[src/verilog/flash_idle_read_defines.svh]
// Offsets, field positions and command codes of the idle-read target logic.
// Assumes byte addressing on a 32-bit classic Wishbone bus.
`ifndef FLASH_IDLE_READ_DEFINES_SVH
`define FLASH_IDLE_READ_DEFINES_SVH
`define REG_CTRL      8'h00
`define REG_STAT      8'h04
`define REG_RESP      8'h08
`define CMD_CHG_COL   8'h05
`define CMD_CHG_COLE  8'h06
`define CMD_CACHE_SEQ 8'h31
`define CMD_CACHE_END 8'h3f
`define CMD_READ_ID   8'h90
`define CMD_GET_FEAT  8'hee
`define CMD_PARAM_PG  8'hec
`define CMD_UNIQUE_ID 8'hed
`define CMD_CONFIRM   8'he0
`define NUM_UNITS     4
`define COL_LAST_IDX  1'b1
`endif

[src/verilog/flash_idle_read_pkg.sv]
// Types of the idle-read target logic: states, return states, exits and the state record.
// Assumes flash_idle_read_defines.svh is on the include path.
`include "flash_idle_read_defines.svh"
package flash_idle_read_pkg;
  typedef enum logic [4:0] {
    ST_IDLE_RD = 5'h00, ST_LUN_DATA = 5'h01, ST_XFER_HOST = 5'h03, ST_LUN_BYTE = 5'h02,
    ST_RD_STATUS = 5'h06, ST_STATUS_END = 5'h07, ST_XFER_BYTE = 5'h05, ST_CACHE = 5'h04,
    ST_WP_TR = 5'h0c, ST_RB_TR = 5'h0d, ST_CR_EXEC = 5'h0f, ST_CR_ADDR = 5'h0e,
    ST_CR_WAIT = 5'h0a, ST_CR_RET = 5'h0b, ST_CRE_EXEC = 5'h09, ST_CRE_COL = 5'h08,
    ST_AWAY = 5'h18
  } state_type;
  typedef enum logic [2:0] {
    RET_IDLE_RD = 3'h0, RET_IDLE = 3'h1, RET_RD_STATUS_OFF = 3'h2,
    RET_PP_ILV_WAIT = 3'h3, RET_OTHER = 3'h4
  } ret_type;
  typedef enum logic [2:0] {
    EXIT_RETURN = 3'h0, EXIT_DECODE = 3'h1, EXIT_COPYBACK = 3'h2,
    EXIT_PP_DATAOUT = 3'h3, EXIT_ROW_ADDR = 3'h4
  } exit_type;
  typedef struct packed {
    state_type   st;
    ret_type     ret;
    logic [7:0]  last_cmd;
    logic        f_status;
    logic        f_esr;
    logic        f_cc;
    logic        f_cce;
    logic        f_copy;
    logic        f_wide;
    logic [1:0]  unit;
    logic [7:0]  resp;
    logic        wp_seen;
    logic [3:0]  rb_seen;
    logic [15:0] col;
    logic        col_idx;
    logic [15:0] lun_word;
    logic [15:0] hd;
    logic        hv;
    logic [15:0] sd;
    logic        sv;
    logic        ready_busy;
    logic        wp_level;
    logic        st_req;
    logic        dt_req;
    logic        dt_wide;
    logic        cmd_valid;
    logic [7:0]  cmd_out;
    logic        col_sel;
    logic        exit_valid;
    exit_type    exit_tgt;
    logic        ack;
    logic [31:0] rdata;
  } regs_type;
endpackage

[src/verilog/flash_target_idle_read_fsm.sv]
// Idle-read target logic of a flash device: read dispatch, cache commands, column change.
// Assumes host cycles and unit answers are synchronous to clk; a two-entry buffer feeds the host.
//
// What this block does
// Entering idle-read waits for requests and records idle-read as return state.
// A write-protect or unit-ready change in idle-read diverts to its handling first.
// Ready-busy output becomes the AND of all units' ready bits on that handling.
// Read with status output flag set requests a status byte and waits for it.
// The status byte goes to the host, then the return state is taken.
// Read after 90h or EEh outputs the next response byte, back to idle-read.
// Read after ECh or EDh fetches one byte from the unit page register first.
// Other reads with enhanced status not required fetch a byte or a word.
// With enhanced status required, any other read in idle-read is ignored; no unit is selected here.
// After data out: copyback, idle-read or the return state, by return and copyback.
// 05h with column change allowed starts column change and waits for address.
// 06h with enhanced column change allowed starts enhanced column change.
// 31h, or 3Fh after 31h, without enhanced status: record, pass to unit, idle-read.
// Any other command in idle-read goes to the general command decode.
// Column change stores column cycles until all arrive, then waits a command.
// Plain column change ends with E0h; data output resumes only after it.
// On confirm the unit selects the column; then data-out wait, idle-read or return.
// Enhanced column change stores column cycles, then goes on to row cycles.
`timescale 1ns/1ps
`default_nettype none
`include "flash_idle_read_defines.svh"
module flash_target_idle_read_fsm
(
  // Clock and reset.
  input  wire logic        clk,
  input  wire logic        rst,
  // Wishbone slave.
  input  wire logic        wb_cyc_i,
  input  wire logic        wb_stb_i,
  input  wire logic        wb_we_i,
  input  wire logic [7:0]  wb_adr_i,
  input  wire logic [3:0]  wb_sel_i,
  input  wire logic [31:0] wb_dat_i,
  output logic      [31:0] wb_dat_o,
  output logic             wb_ack_o,
  // Host cycles.
  input  wire logic        cmd_cycle,
  input  wire logic        addr_cycle,
  input  wire logic [7:0]  cycle_byte,
  input  wire logic        read_req,
  input  wire logic        wp_n,
  output logic             ready_busy,
  // Data toward the host.
  output logic      [15:0] host_data,
  output logic             host_valid,
  input  wire logic        host_ready,
  // Units.
  input  wire logic [3:0]  unit_ready_bit,
  input  wire logic        unit_ack,
  input  wire logic [15:0] unit_data,
  output logic      [1:0]  unit_sel,
  output logic             unit_status_req,
  output logic             unit_data_req,
  output logic             unit_data_wide,
  output logic             unit_cmd_valid,
  output logic      [7:0]  unit_cmd,
  output logic             unit_col_select,
  output logic      [15:0] unit_col,
  output logic             unit_wp_level,
  // Hand-off to the surrounding target logic.
  input  wire logic        resume,
  output logic             exit_valid,
  output logic      [2:0]  exit_target,
  output logic      [2:0]  return_state_var
);
  flash_idle_read_pkg::regs_type s_q;
  flash_idle_read_pkg::regs_type s_d;
  logic quiet;

  // Queues a word for the host; callers first check that the spare entry is free.
  function automatic flash_idle_read_pkg::regs_type push(flash_idle_read_pkg::regs_type x,
                                                         logic [15:0] w);
    if (!x.hv)
    begin
      x.hd = w;
      x.hv = 1'b1;
    end
    else
    begin
      x.sd = w;
      x.sv = 1'b1;
    end
    return x;
  endfunction

  // Takes the recorded return state: stay here for idle-read, otherwise hand off.
  function automatic flash_idle_read_pkg::regs_type go_ret(flash_idle_read_pkg::regs_type x);
    if (x.ret == flash_idle_read_pkg::RET_IDLE_RD)
      x.st = flash_idle_read_pkg::ST_IDLE_RD;
    else
    begin
      x.st = flash_idle_read_pkg::ST_AWAY;
      x.exit_valid = 1'b1;
      x.exit_tgt = flash_idle_read_pkg::EXIT_RETURN;
    end
    return x;
  endfunction

  assign quiet = (wp_n == s_q.wp_seen) && (unit_ready_bit == s_q.rb_seen);

  always_comb
  begin
    s_d = s_q;
    s_d.ack = wb_cyc_i & wb_stb_i & ~s_q.ack;
    s_d.cmd_valid = 1'b0;
    s_d.col_sel = 1'b0;
    s_d.exit_valid = 1'b0;
    if (s_d.ack)
    begin
      case (wb_adr_i)
        `REG_CTRL: s_d.rdata = {s_q.last_cmd, 8'h00, 1'b0, s_q.ret, 2'h0, s_q.unit,
                                2'h0, s_q.f_wide, s_q.f_copy, s_q.f_cce, s_q.f_cc,
                                s_q.f_esr, s_q.f_status};
        `REG_STAT: s_d.rdata = {s_q.col, 5'h00, s_q.sv, s_q.hv, s_q.ready_busy, 3'h0, s_q.st};
        `REG_RESP: s_d.rdata = {24'h000000, s_q.resp};
        default:   s_d.rdata = 32'h00000000;
      endcase
    end
    if (wb_cyc_i && wb_stb_i && s_q.ack && wb_we_i)
    begin
      if (wb_adr_i == `REG_CTRL && wb_sel_i[0])
        {s_d.f_wide, s_d.f_copy, s_d.f_cce, s_d.f_cc, s_d.f_esr, s_d.f_status} = wb_dat_i[5:0];
      if (wb_adr_i == `REG_CTRL && wb_sel_i[1])
      begin
        s_d.unit = wb_dat_i[9:8];
        s_d.ret = flash_idle_read_pkg::ret_type'(wb_dat_i[14:12]);
      end
      if (wb_adr_i == `REG_CTRL && wb_sel_i[3])
        s_d.last_cmd = wb_dat_i[31:24];
      if (wb_adr_i == `REG_RESP && wb_sel_i[0])
        s_d.resp = wb_dat_i[7:0];
    end
    if (s_q.hv && host_ready)
    begin
      s_d.hd = s_q.sd;
      s_d.hv = s_q.sv;
      s_d.sv = 1'b0;
    end
    case (s_q.st)
      flash_idle_read_pkg::ST_IDLE_RD:
      begin
        if (wp_n != s_q.wp_seen)
          s_d.st = flash_idle_read_pkg::ST_WP_TR;
        else if (unit_ready_bit != s_q.rb_seen)
          s_d.st = flash_idle_read_pkg::ST_RB_TR;
        else if (read_req && s_q.f_status)
        begin
          s_d.st = flash_idle_read_pkg::ST_RD_STATUS;
          s_d.st_req = 1'b1;
        end
        else if (read_req && (s_q.last_cmd == `CMD_READ_ID || s_q.last_cmd == `CMD_GET_FEAT))
          s_d.st = flash_idle_read_pkg::ST_XFER_BYTE;
        else if (read_req &&
                 (s_q.last_cmd == `CMD_PARAM_PG || s_q.last_cmd == `CMD_UNIQUE_ID))
        begin
          s_d.st = flash_idle_read_pkg::ST_LUN_BYTE;
          s_d.dt_req = 1'b1;
          s_d.dt_wide = 1'b0;
        end
        else if (read_req && !s_q.f_esr)
        begin
          s_d.st = flash_idle_read_pkg::ST_LUN_DATA;
          s_d.dt_req = 1'b1;
          s_d.dt_wide = s_q.f_wide;
        end
        else if (cmd_cycle)
        begin
          s_d.col_idx = 1'b0;
          if (cycle_byte == `CMD_CHG_COL && s_q.f_cc)
            s_d.st = flash_idle_read_pkg::ST_CR_EXEC;
          else if (cycle_byte == `CMD_CHG_COLE && s_q.f_cce)
            s_d.st = flash_idle_read_pkg::ST_CRE_EXEC;
          else if (!s_q.f_esr && (cycle_byte == `CMD_CACHE_SEQ ||
                   (cycle_byte == `CMD_CACHE_END && s_q.last_cmd == `CMD_CACHE_SEQ)))
          begin
            s_d.st = flash_idle_read_pkg::ST_CACHE;
            s_d.cmd_out = cycle_byte;
          end
          else
          begin
            s_d.st = flash_idle_read_pkg::ST_AWAY;
            s_d.cmd_out = cycle_byte;
            s_d.exit_valid = 1'b1;
            s_d.exit_tgt = flash_idle_read_pkg::EXIT_DECODE;
          end
        end
      end
      flash_idle_read_pkg::ST_WP_TR:
      begin
        s_d.wp_level = wp_n;
        s_d.wp_seen = wp_n;
        s_d.st = flash_idle_read_pkg::ST_IDLE_RD;
      end
      flash_idle_read_pkg::ST_RB_TR:
      begin
        s_d.ready_busy = &unit_ready_bit;
        s_d.rb_seen = unit_ready_bit;
        s_d = go_ret(s_d);
      end
      flash_idle_read_pkg::ST_RD_STATUS:
        if (unit_ack)
        begin
          s_d.st_req = 1'b0;
          s_d.lun_word = {8'h00, unit_data[7:0]};
          s_d.st = flash_idle_read_pkg::ST_STATUS_END;
        end
      flash_idle_read_pkg::ST_STATUS_END:
        if (!s_d.sv)
        begin
          s_d = push(s_d, s_q.lun_word);
          s_d = go_ret(s_d);
        end
      flash_idle_read_pkg::ST_XFER_BYTE:
        if (!s_d.sv)
        begin
          s_d = push(s_d, {8'h00, s_q.resp});
          s_d.st = flash_idle_read_pkg::ST_IDLE_RD;
        end
      flash_idle_read_pkg::ST_LUN_BYTE,
      flash_idle_read_pkg::ST_LUN_DATA:
        if (unit_ack)
        begin
          s_d.dt_req = 1'b0;
          s_d.lun_word = s_q.dt_wide ? unit_data : {8'h00, unit_data[7:0]};
          s_d.st = flash_idle_read_pkg::ST_XFER_HOST;
        end
      flash_idle_read_pkg::ST_XFER_HOST:
        if (!s_d.sv)
        begin
          s_d = push(s_d, s_q.lun_word);
          if (s_q.ret == flash_idle_read_pkg::RET_RD_STATUS_OFF && s_q.f_copy)
          begin
            s_d.st = flash_idle_read_pkg::ST_AWAY;
            s_d.exit_valid = 1'b1;
            s_d.exit_tgt = flash_idle_read_pkg::EXIT_COPYBACK;
          end
          else if (s_q.ret == flash_idle_read_pkg::RET_RD_STATUS_OFF)
            s_d.st = flash_idle_read_pkg::ST_IDLE_RD;
          else
            s_d = go_ret(s_d);
        end
      flash_idle_read_pkg::ST_CACHE:
      begin
        s_d.last_cmd = s_q.cmd_out;
        s_d.cmd_valid = 1'b1;
        s_d.st = flash_idle_read_pkg::ST_IDLE_RD;
      end
      flash_idle_read_pkg::ST_CR_EXEC,
      flash_idle_read_pkg::ST_CRE_EXEC:
        if (addr_cycle)
        begin
          if (s_q.col_idx)
            s_d.col[15:8] = cycle_byte;
          else
            s_d.col[7:0] = cycle_byte;
          s_d.st = (s_q.st == flash_idle_read_pkg::ST_CR_EXEC) ?
                   flash_idle_read_pkg::ST_CR_ADDR : flash_idle_read_pkg::ST_CRE_COL;
        end
      flash_idle_read_pkg::ST_CR_ADDR:
      begin
        s_d.col_idx = 1'b1;
        s_d.st = (s_q.col_idx == `COL_LAST_IDX) ? flash_idle_read_pkg::ST_CR_WAIT :
                 flash_idle_read_pkg::ST_CR_EXEC;
      end
      flash_idle_read_pkg::ST_CRE_COL:
      begin
        s_d.col_idx = 1'b1;
        if (s_q.col_idx == `COL_LAST_IDX)
        begin
          s_d.st = flash_idle_read_pkg::ST_AWAY;
          s_d.exit_valid = 1'b1;
          s_d.exit_tgt = flash_idle_read_pkg::EXIT_ROW_ADDR;
        end
        else
          s_d.st = flash_idle_read_pkg::ST_CRE_EXEC;
      end
      flash_idle_read_pkg::ST_CR_WAIT:
        if (cmd_cycle && cycle_byte == `CMD_CONFIRM)
          s_d.st = flash_idle_read_pkg::ST_CR_RET;
      flash_idle_read_pkg::ST_CR_RET:
      begin
        s_d.col_sel = 1'b1;
        if (s_q.ret == flash_idle_read_pkg::RET_PP_ILV_WAIT)
        begin
          s_d.st = flash_idle_read_pkg::ST_AWAY;
          s_d.exit_valid = 1'b1;
          s_d.exit_tgt = flash_idle_read_pkg::EXIT_PP_DATAOUT;
        end
        else if (s_q.ret == flash_idle_read_pkg::RET_RD_STATUS_OFF)
          s_d.st = flash_idle_read_pkg::ST_IDLE_RD;
        else
          s_d = go_ret(s_d);
      end
      flash_idle_read_pkg::ST_AWAY:
        if (resume)
          s_d.st = flash_idle_read_pkg::ST_IDLE_RD;
      default:
        s_d.st = flash_idle_read_pkg::ST_IDLE_RD;
    endcase
    if (s_d.st == flash_idle_read_pkg::ST_IDLE_RD && s_q.st != flash_idle_read_pkg::ST_IDLE_RD)
      s_d.ret = flash_idle_read_pkg::RET_IDLE_RD;
  end

  always_ff @(posedge clk)
  begin
    if (rst)
      s_q <= '0;
    else
      s_q <= s_d;
  end

  assign wb_dat_o         = s_q.rdata;
  assign wb_ack_o         = s_q.ack;
  assign ready_busy       = s_q.ready_busy;
  assign host_data        = s_q.hd;
  assign host_valid       = s_q.hv;
  assign unit_sel         = s_q.unit;
  assign unit_status_req  = s_q.st_req;
  assign unit_data_req    = s_q.dt_req;
  assign unit_data_wide   = s_q.dt_wide;
  assign unit_cmd_valid   = s_q.cmd_valid;
  assign unit_cmd         = s_q.cmd_out;
  assign unit_col_select  = s_q.col_sel;
  assign unit_col         = s_q.col;
  assign unit_wp_level    = s_q.wp_level;
  assign exit_valid       = s_q.exit_valid;
  assign exit_target      = s_q.exit_tgt;
  assign return_state_var = s_q.ret;
endmodule
`default_nettype wire

[config.mk]
export PLATFORM = sky130hd
export DESIGN_NAME = flash_target_idle_read_fsm
export DESIGN_NICKNAME = d
export VERILOG_FILES = /design/src/verilog/flash_idle_read_pkg.sv /design/src/verilog/flash_target_idle_read_fsm.sv
export VERILOG_INCLUDE_DIRS = /design/src /design/src/verilog
export SDC_FILE = /design/constraint.sdc
export NUM_CORES = 1
export LEC_CHECK = 0
export BUFFER_PORTS_ARGS = -buffer_cell sky130_fd_sc_hd__buf_4
export CAP_MARGIN = 40
export CORE_MARGIN = 8
export CORE_UTILIZATION = 49
export DETAILED_ROUTE_END_ITERATION = 16
export HOLD_SLACK_MARGIN = 0.02
export PLACE_DENSITY = 0.76
export SYNTH_ARGS = -nofsm -noshare
export SYNTH_HDL_FRONTEND = slang
export SYNTH_SLANG_ARGS = --single-unit
export TNS_END_PERCENT = 30
[constraint.sdc]
create_clock -name clk -period 2 [get_ports clk]
set_input_delay 0.2 -clock clk [delete_from_list [all_inputs] [get_ports clk]]
set_output_delay 0.2 -clock clk [all_outputs]
set_load 0.1 [all_outputs]
== After elaboration in Yosys (flattened, before gate mapping) ==
Index checks and enable logic that the tools add are counted.

* Flip-flop bits (word level): 156
* Bits of input ports: 84
* Output and inout bits: 90

* Equality and inequality tests: 53
* Muxes and demuxes: 106
* Bitwise logic cells: 17
* Reductions and logical operators: 52

{| class="wikitable"
|+ Operators with widths
! kind !! count
|-
| 2-to-1 mux 156 bit || 3
|-
| case mux 35 bit (5 select lines) || 1
|-
| case mux 33 bit (4 select lines) || 1
|-
| 2-to-1 mux 8 bit || 13
|-
| 2-to-1 mux 5 bit || 20
|-
| case mux 16 bit (6 select lines) || 1
|-
| case mux 32 bit (3 select lines) || 1
|-
| 2-to-1 mux 17 bit || 5
|-
| case mux 16 bit (5 select lines) || 1
|-
| case mux 8 bit (5 select lines) || 2
|-
| 2-to-1 mux 37 bit || 2
|-
| 2-to-1 mux 33 bit || 2
|-
| case mux 5 bit (13 select lines) || 1
|-
| 2-to-1 mux 16 bit || 4
|-
| case mux 16 bit (4 select lines) || 1
|-
| 2-to-1 mux 4 bit || 14
|-
| == test 5 x 4 -> 1 bit (second input constant) || 8
|-
| == test 8 bit (second input constant) || 5
|-
| inequality test 2 bit (second input constant) || 17
|-
| 2-to-1 mux 32 bit || 1
|-
| case mux 4 bit (7 select lines) || 1
|-
| AND reduction 7 bit || 4
|-
| 2-to-1 mux 27 bit || 1
|-
| == test 8 x 3 -> 1 bit (second input constant) || 3
|-
| 41 further kinds || 116
|}

== Depth between registers and ports, before layout ==
* Word-level depth: 18
* Depth in mapped cells: 9
* Gate-level depth less buffers: 6

== Least setup slack after synthesis ==
No wires, ideal clock.

* Kind: register -> register
* Start: register s_q, in the netlist wb_ack_o
* End: register s_q, in the netlist return_state_var[0]
* Library setup time: 0.135 ns
* Arrival time: 2.540 ns
* Path slack: -0.675 ns
* Stages on the path, launching flop included: 8
* Period minus slack after synthesis: 2.675 ns
* Cell sequence: dfxtp_1 -> and4_1 -> clkbuf_1 -> nand4_2 -> mux2_2 -> o21ai_2 -> nor4_1 -> nor3_1

* Cells in the longest elaborated chain, start to end: 12
* Elaborated cells between the ends (all ways): 16
* Those cells by class: mux: 10; reduce/logical: 6

{| class="wikitable"
|+ Ends and longest elaborated chain
! item !! RTL line !! RTL
|-
| start: declaration || flash_target_idle_read_fsm.sv:70 || <nowiki>flash_idle_read_pkg::regs_type s_q;</nowiki>
|-
| start signal: assignment || flash_target_idle_read_fsm.sv:311 || <nowiki>s_q <= '0;</nowiki>
|-
| start signal: assignment || flash_target_idle_read_fsm.sv:313 || <nowiki>s_q <= s_d;</nowiki>
|-
| logical AND 1 bit (*) (2 in a row) || flash_target_idle_read_fsm.sv:123 || <nowiki>if (wb_cyc_i && wb_stb_i && s_q.ack && wb_we_i)</nowiki>
|-
| 2-to-1 mux 27 bit (*) || flash_target_idle_read_fsm.sv:123 ||
|-
| logical NOT 3 bit || flash_target_idle_read_fsm.sv:92 || <nowiki>if (x.ret == flash_idle_read_pkg::RET_IDLE_RD)</nowiki>
|-
| 2-to-1 mux 5 bit || flash_target_idle_read_fsm.sv:92 ||
|-
| 2-to-1 mux 5 bit || flash_target_idle_read_fsm.sv:293 || <nowiki>else if (s_q.ret == flash_idle_read_pkg::RET_RD_STATUS_OFF)</nowiki>
|-
| 2-to-1 mux 5 bit || flash_target_idle_read_fsm.sv:235 || <nowiki>if (s_q.ret == flash_idle_read_pkg::RET_RD_STATUS_OFF && s_q.f_copy)</nowiki>
|-
| 2-to-1 mux 156 bit || flash_target_idle_read_fsm.sv:232 || <nowiki>if (!s_d.sv)</nowiki>
|-
| case mux 5 bit (13 select lines) || flash_target_idle_read_fsm.sv:143 || <nowiki>case (s_q.st)</nowiki>
|-
| logical NOT 5 bit || flash_target_idle_read_fsm.sv:304 || <nowiki>if (s_d.st == flash_idle_read_pkg::ST_IDLE_RD && s_q.st != flash_idle_read_pkg::ST_IDLE_RD)</nowiki>
|-
| logical AND 1 bit || flash_target_idle_read_fsm.sv:304 ||
|-
| OR reduction 2 bit (no source line) || -- ||
|}

Mark *: on every way between the ends. The rest lies on a longest branch, timed or not. The select of a mux whose other input is x is not followed.
A chain may end at the register's enable or synchronous reset.

== Worst setup path in the final report ==
* Start: register s_q[151] (netlist bit)
* End: register s_q, in the netlist unit_cmd[3]

* Cells in the longest elaborated chain, start to end: 3
* Elaborated cells between the ends (all ways): 11
* Those cells by class: eq/ne: 4; mux: 1; bitwise: 4; reduce/logical: 2

{| class="wikitable"
|+ Ends and longest elaborated chain
! item !! RTL line
|-
| == test 5 x 3 -> 1 bit, or another cell as far along || flash_target_idle_read_fsm.sv:143
|-
| NOT 1 bit (no source line) || --
|-
| AND reduction 14 bit (no source line) || --
|}

Several ways; a longest one is shown, not always the timed one.

==> run summary <==
Vias - 7277
Fmax - 505 MHz
Clk_skew - 10.5 ps
Initial antenna violation count - 0
Peak VDD IR - 674 uV
Post-route cell area - 0.0101 mm^2
Post-DR wirelength/cell - 19.0 um
Layout area overhead - 32.1%
ANT cells - 0
Yosys reg bits - 153
Post-Syn Area - 0.00765 mm^2
Initial Utilization - 50.3%
Cell Area, Placed - 0.00904 mm^2
Die X - 141 um
Crit path max fanout - 8
Number of global-route vias before repair - 7010
Bufs on Longest Clock Path - 2
Crit share post-route - 99.0%
# DRC - 0
DP HPWL - 17400 um
PD cells - 898 mW/mm^2
Core Area - 0.0152 mm^2
Largest net degree at the start of global routing - 75
Later-pin clock latency in the skew report - 430 ps
# rows - 45
Post-route ant nets - 0
Max Cap Violations - 0
Clock root buffer - clkbuf_16
Clock slew at reported path FFs - 70 ps
DIE HEIGHT - 141 um
Synth Flop Type - dfxtp_1
Final Slew Violations - 0
First-pass GRT wire length - 37700 um
Final nets - 1151
IO buf count - 159
Endpoints failing setup - 0
Total congestion overflow - 0
Hold path depth - 3
Worst Tran Pin Value - 563 ps
Layout cells sized above 1 - 33.0%
Worst Path Arrival - 2290 ps
Drt initial violations - 589
Setup TNS - 0 ps
Data required, critical path - 2310 ps
Synth warnings - 0
Distinct cells, synth - 77
Max-slew headroom - 61.5%
Via density - 5.74
Static leakage - 4.26 nW
Syn Inst Count - 903
Status - complete, no violations
DIE AREA - 0.0199 mm^2
Post-Syn Area per Cell - 8.47 um^2
FFs w/ async S/R, synth - 0%
Global placement routability congestion - 0.931
DR pass1 iterations - 5
Tot Pwr - 9.07 mW
CP Capture Type - register
RSZ-0062 raised after global routing - yes
Final hold violations - 0
H-Tree Depth - 4
Number of clock sinks - 153
Crit path time final - 1980 ps
Hold Path Class - in2reg
Number of buffers created by CTS - 17
Register area share after synthesis - 40.0%
Final wirelength - 24000 um
Io pins - 174
Post-synth EDFFs - 0
Crit start category - register
GR Util All Layers - 23.6%
Critical path type - reg2reg
CTS tree - done
Reg2reg path depth - 6
[sequential cells by signal, summed over array words and instances, names as in the netlist]
| register | flops |
|---|---|
| exit_target | 3 |
| exit_valid | 1 |
| host_data | 16 |
| host_valid | 1 |
| ready_busy | 1 |
| return_state_var | 3 |
| s_q | 66 |
| unit_cmd | 8 |
| unit_cmd_valid | 1 |
| unit_col | 16 |
| unit_col_select | 1 |
| unit_data_req | 1 |
| unit_data_wide | 1 |
| unit_sel | 2 |
| unit_status_req | 1 |
| wb_ack_o | 1 |
| wb_dat_o | 30 |
[power breakdown]
| group | internal [mW] | total [mW] | switching, mW |
|---|---|---|---|
| clock | 1.78 | 3.17 | 1.39 |
| sequential | 3.19 | 3.36 | 0.168 |
| combinational | 1.12 | 2.54 | 1.42 |
| total | 6.08 | 9.07 | 2.99 |
[metal layers]
layer | share of wire (%) | track usage [%] | up-vias
met1 | 44 | 31.1 | 3463
li1 | - | - | 3457
met2 | 46 | 36.9 | 297
met4 | 3.1 | 9.67 | 0
met3 | 7.1 | 5.06 | 60
met5 | 0 | 0 | -
[Yosys cell counts (10+ instances only)]
cell type,instances,area (um^2)
o21ai_0,14,70.1
nand3_1,11,55.1
mux2i_1,61,611
a21oi_1,61,305
dfxtp_1,153,3060
mux2_2,11,124
a211oi_1,14,105
a221oi_1,14,123
nand2_1,83,312
buf_4,81,608
a22oi_1,24,180
a32oi_1,10,87.6
clkbuf_1,40,150
buf_2,10,50.1
nor3_1,25,125
nor2_1,136,510
o21ai_1,13,65.1
[metrics by stage]
stage | hold slack [ps] | instances | util (%) | setup slack (ps)
2_1_floorplan | 310 | 904 | - | -34.6
6_report | 30.5 | 1268 | 66.5 | 19.2
3_3_place_gp | 430 | 1210 | 59.5 | -158
4_1_cts | 21.3 | 1265 | 65.0 | 10.6
3_5_place_dp | 439 | 1210 | 59.5 | -176
5_1_grt | 29.0 | 1268 | 66.5 | -49.1
[cells in the final DEF, fill, tap and decap left out, drive strengths merged, types with 5 or more instances in the layout]
master	count
a211oi	15
a21oi	63
a221oi	14
a22oi	24
a31oi	7
a32oi	10
buf	256
clkbuf	18
dfxtp	153
dlygate4sd3	23
inv	15
mux2	11
mux2i	61
nand2	83
nand2b	8
nand3	12
nand3b	6
nand4	5
nand4b	5
nor2	136
nor2b	5
nor3	27
nor4	11
o21ai	28
or2	9
xnor2	6
[kinds of logic (layout without fill, tap and decap cells)]
| kind of cell | Yosys count | count (layout) | synth area share [%] |
|---|---|---|---|
| and+or+nand+nor | 338 | 338 | 21.8 |
| AOI/OAI and AO/OA | 188 | 188 | 16.3 |
| DFF | 153 | 153 | 40.0 |
| buffers and inverters | 143 | 319 | 11.3 |
| muxes | 72 | 72 | 9.60 |
| xor gates and xnor gates | 8 | 8 | 0.916 |
| other | 1 | 2 | 0.0490 |
[area by class of cell]
class                   count  area (um^2)
inverters                   8         30.0
clock buffers              18          439
flip-flops and latches    153         3090
repair buffers            279         2240
well taps                 188          235
fillers                  1254         5100
multi-input cells         608         3930
clock inverters            14          135
[worst max-delay path: stages (launching register included)]
cell and delay [ps]:
dfxtp_4 370, or4_4 590, nor4b_4 260, and3_4 240, buf_8 140, mux2i_1 210, nor2_1 50
[final timing paths]
path                                    from      endpoint  slack, ps
worst max-delay path                s_q[151]   unit_cmd[3]         20
worst min-delay path             wb_dat_i[4]      s_q[128]         30
worst max register to register      s_q[151]   unit_cmd[3]         20
worst min register to register  wb_dat_o[13]  wb_dat_o[13]        450
[what timing repair did]
action / in CTS / in global routing
setup endpoints to repair: 19 / 25
hold buffers: 23 / 0
pin swaps: 3 / 8
gates resized for setup: 8 / 42
hold endpoints to repair: 25 / 0
setup buffers: 0 / 3
No activity file was read; power rests on OpenSTA's default activity.
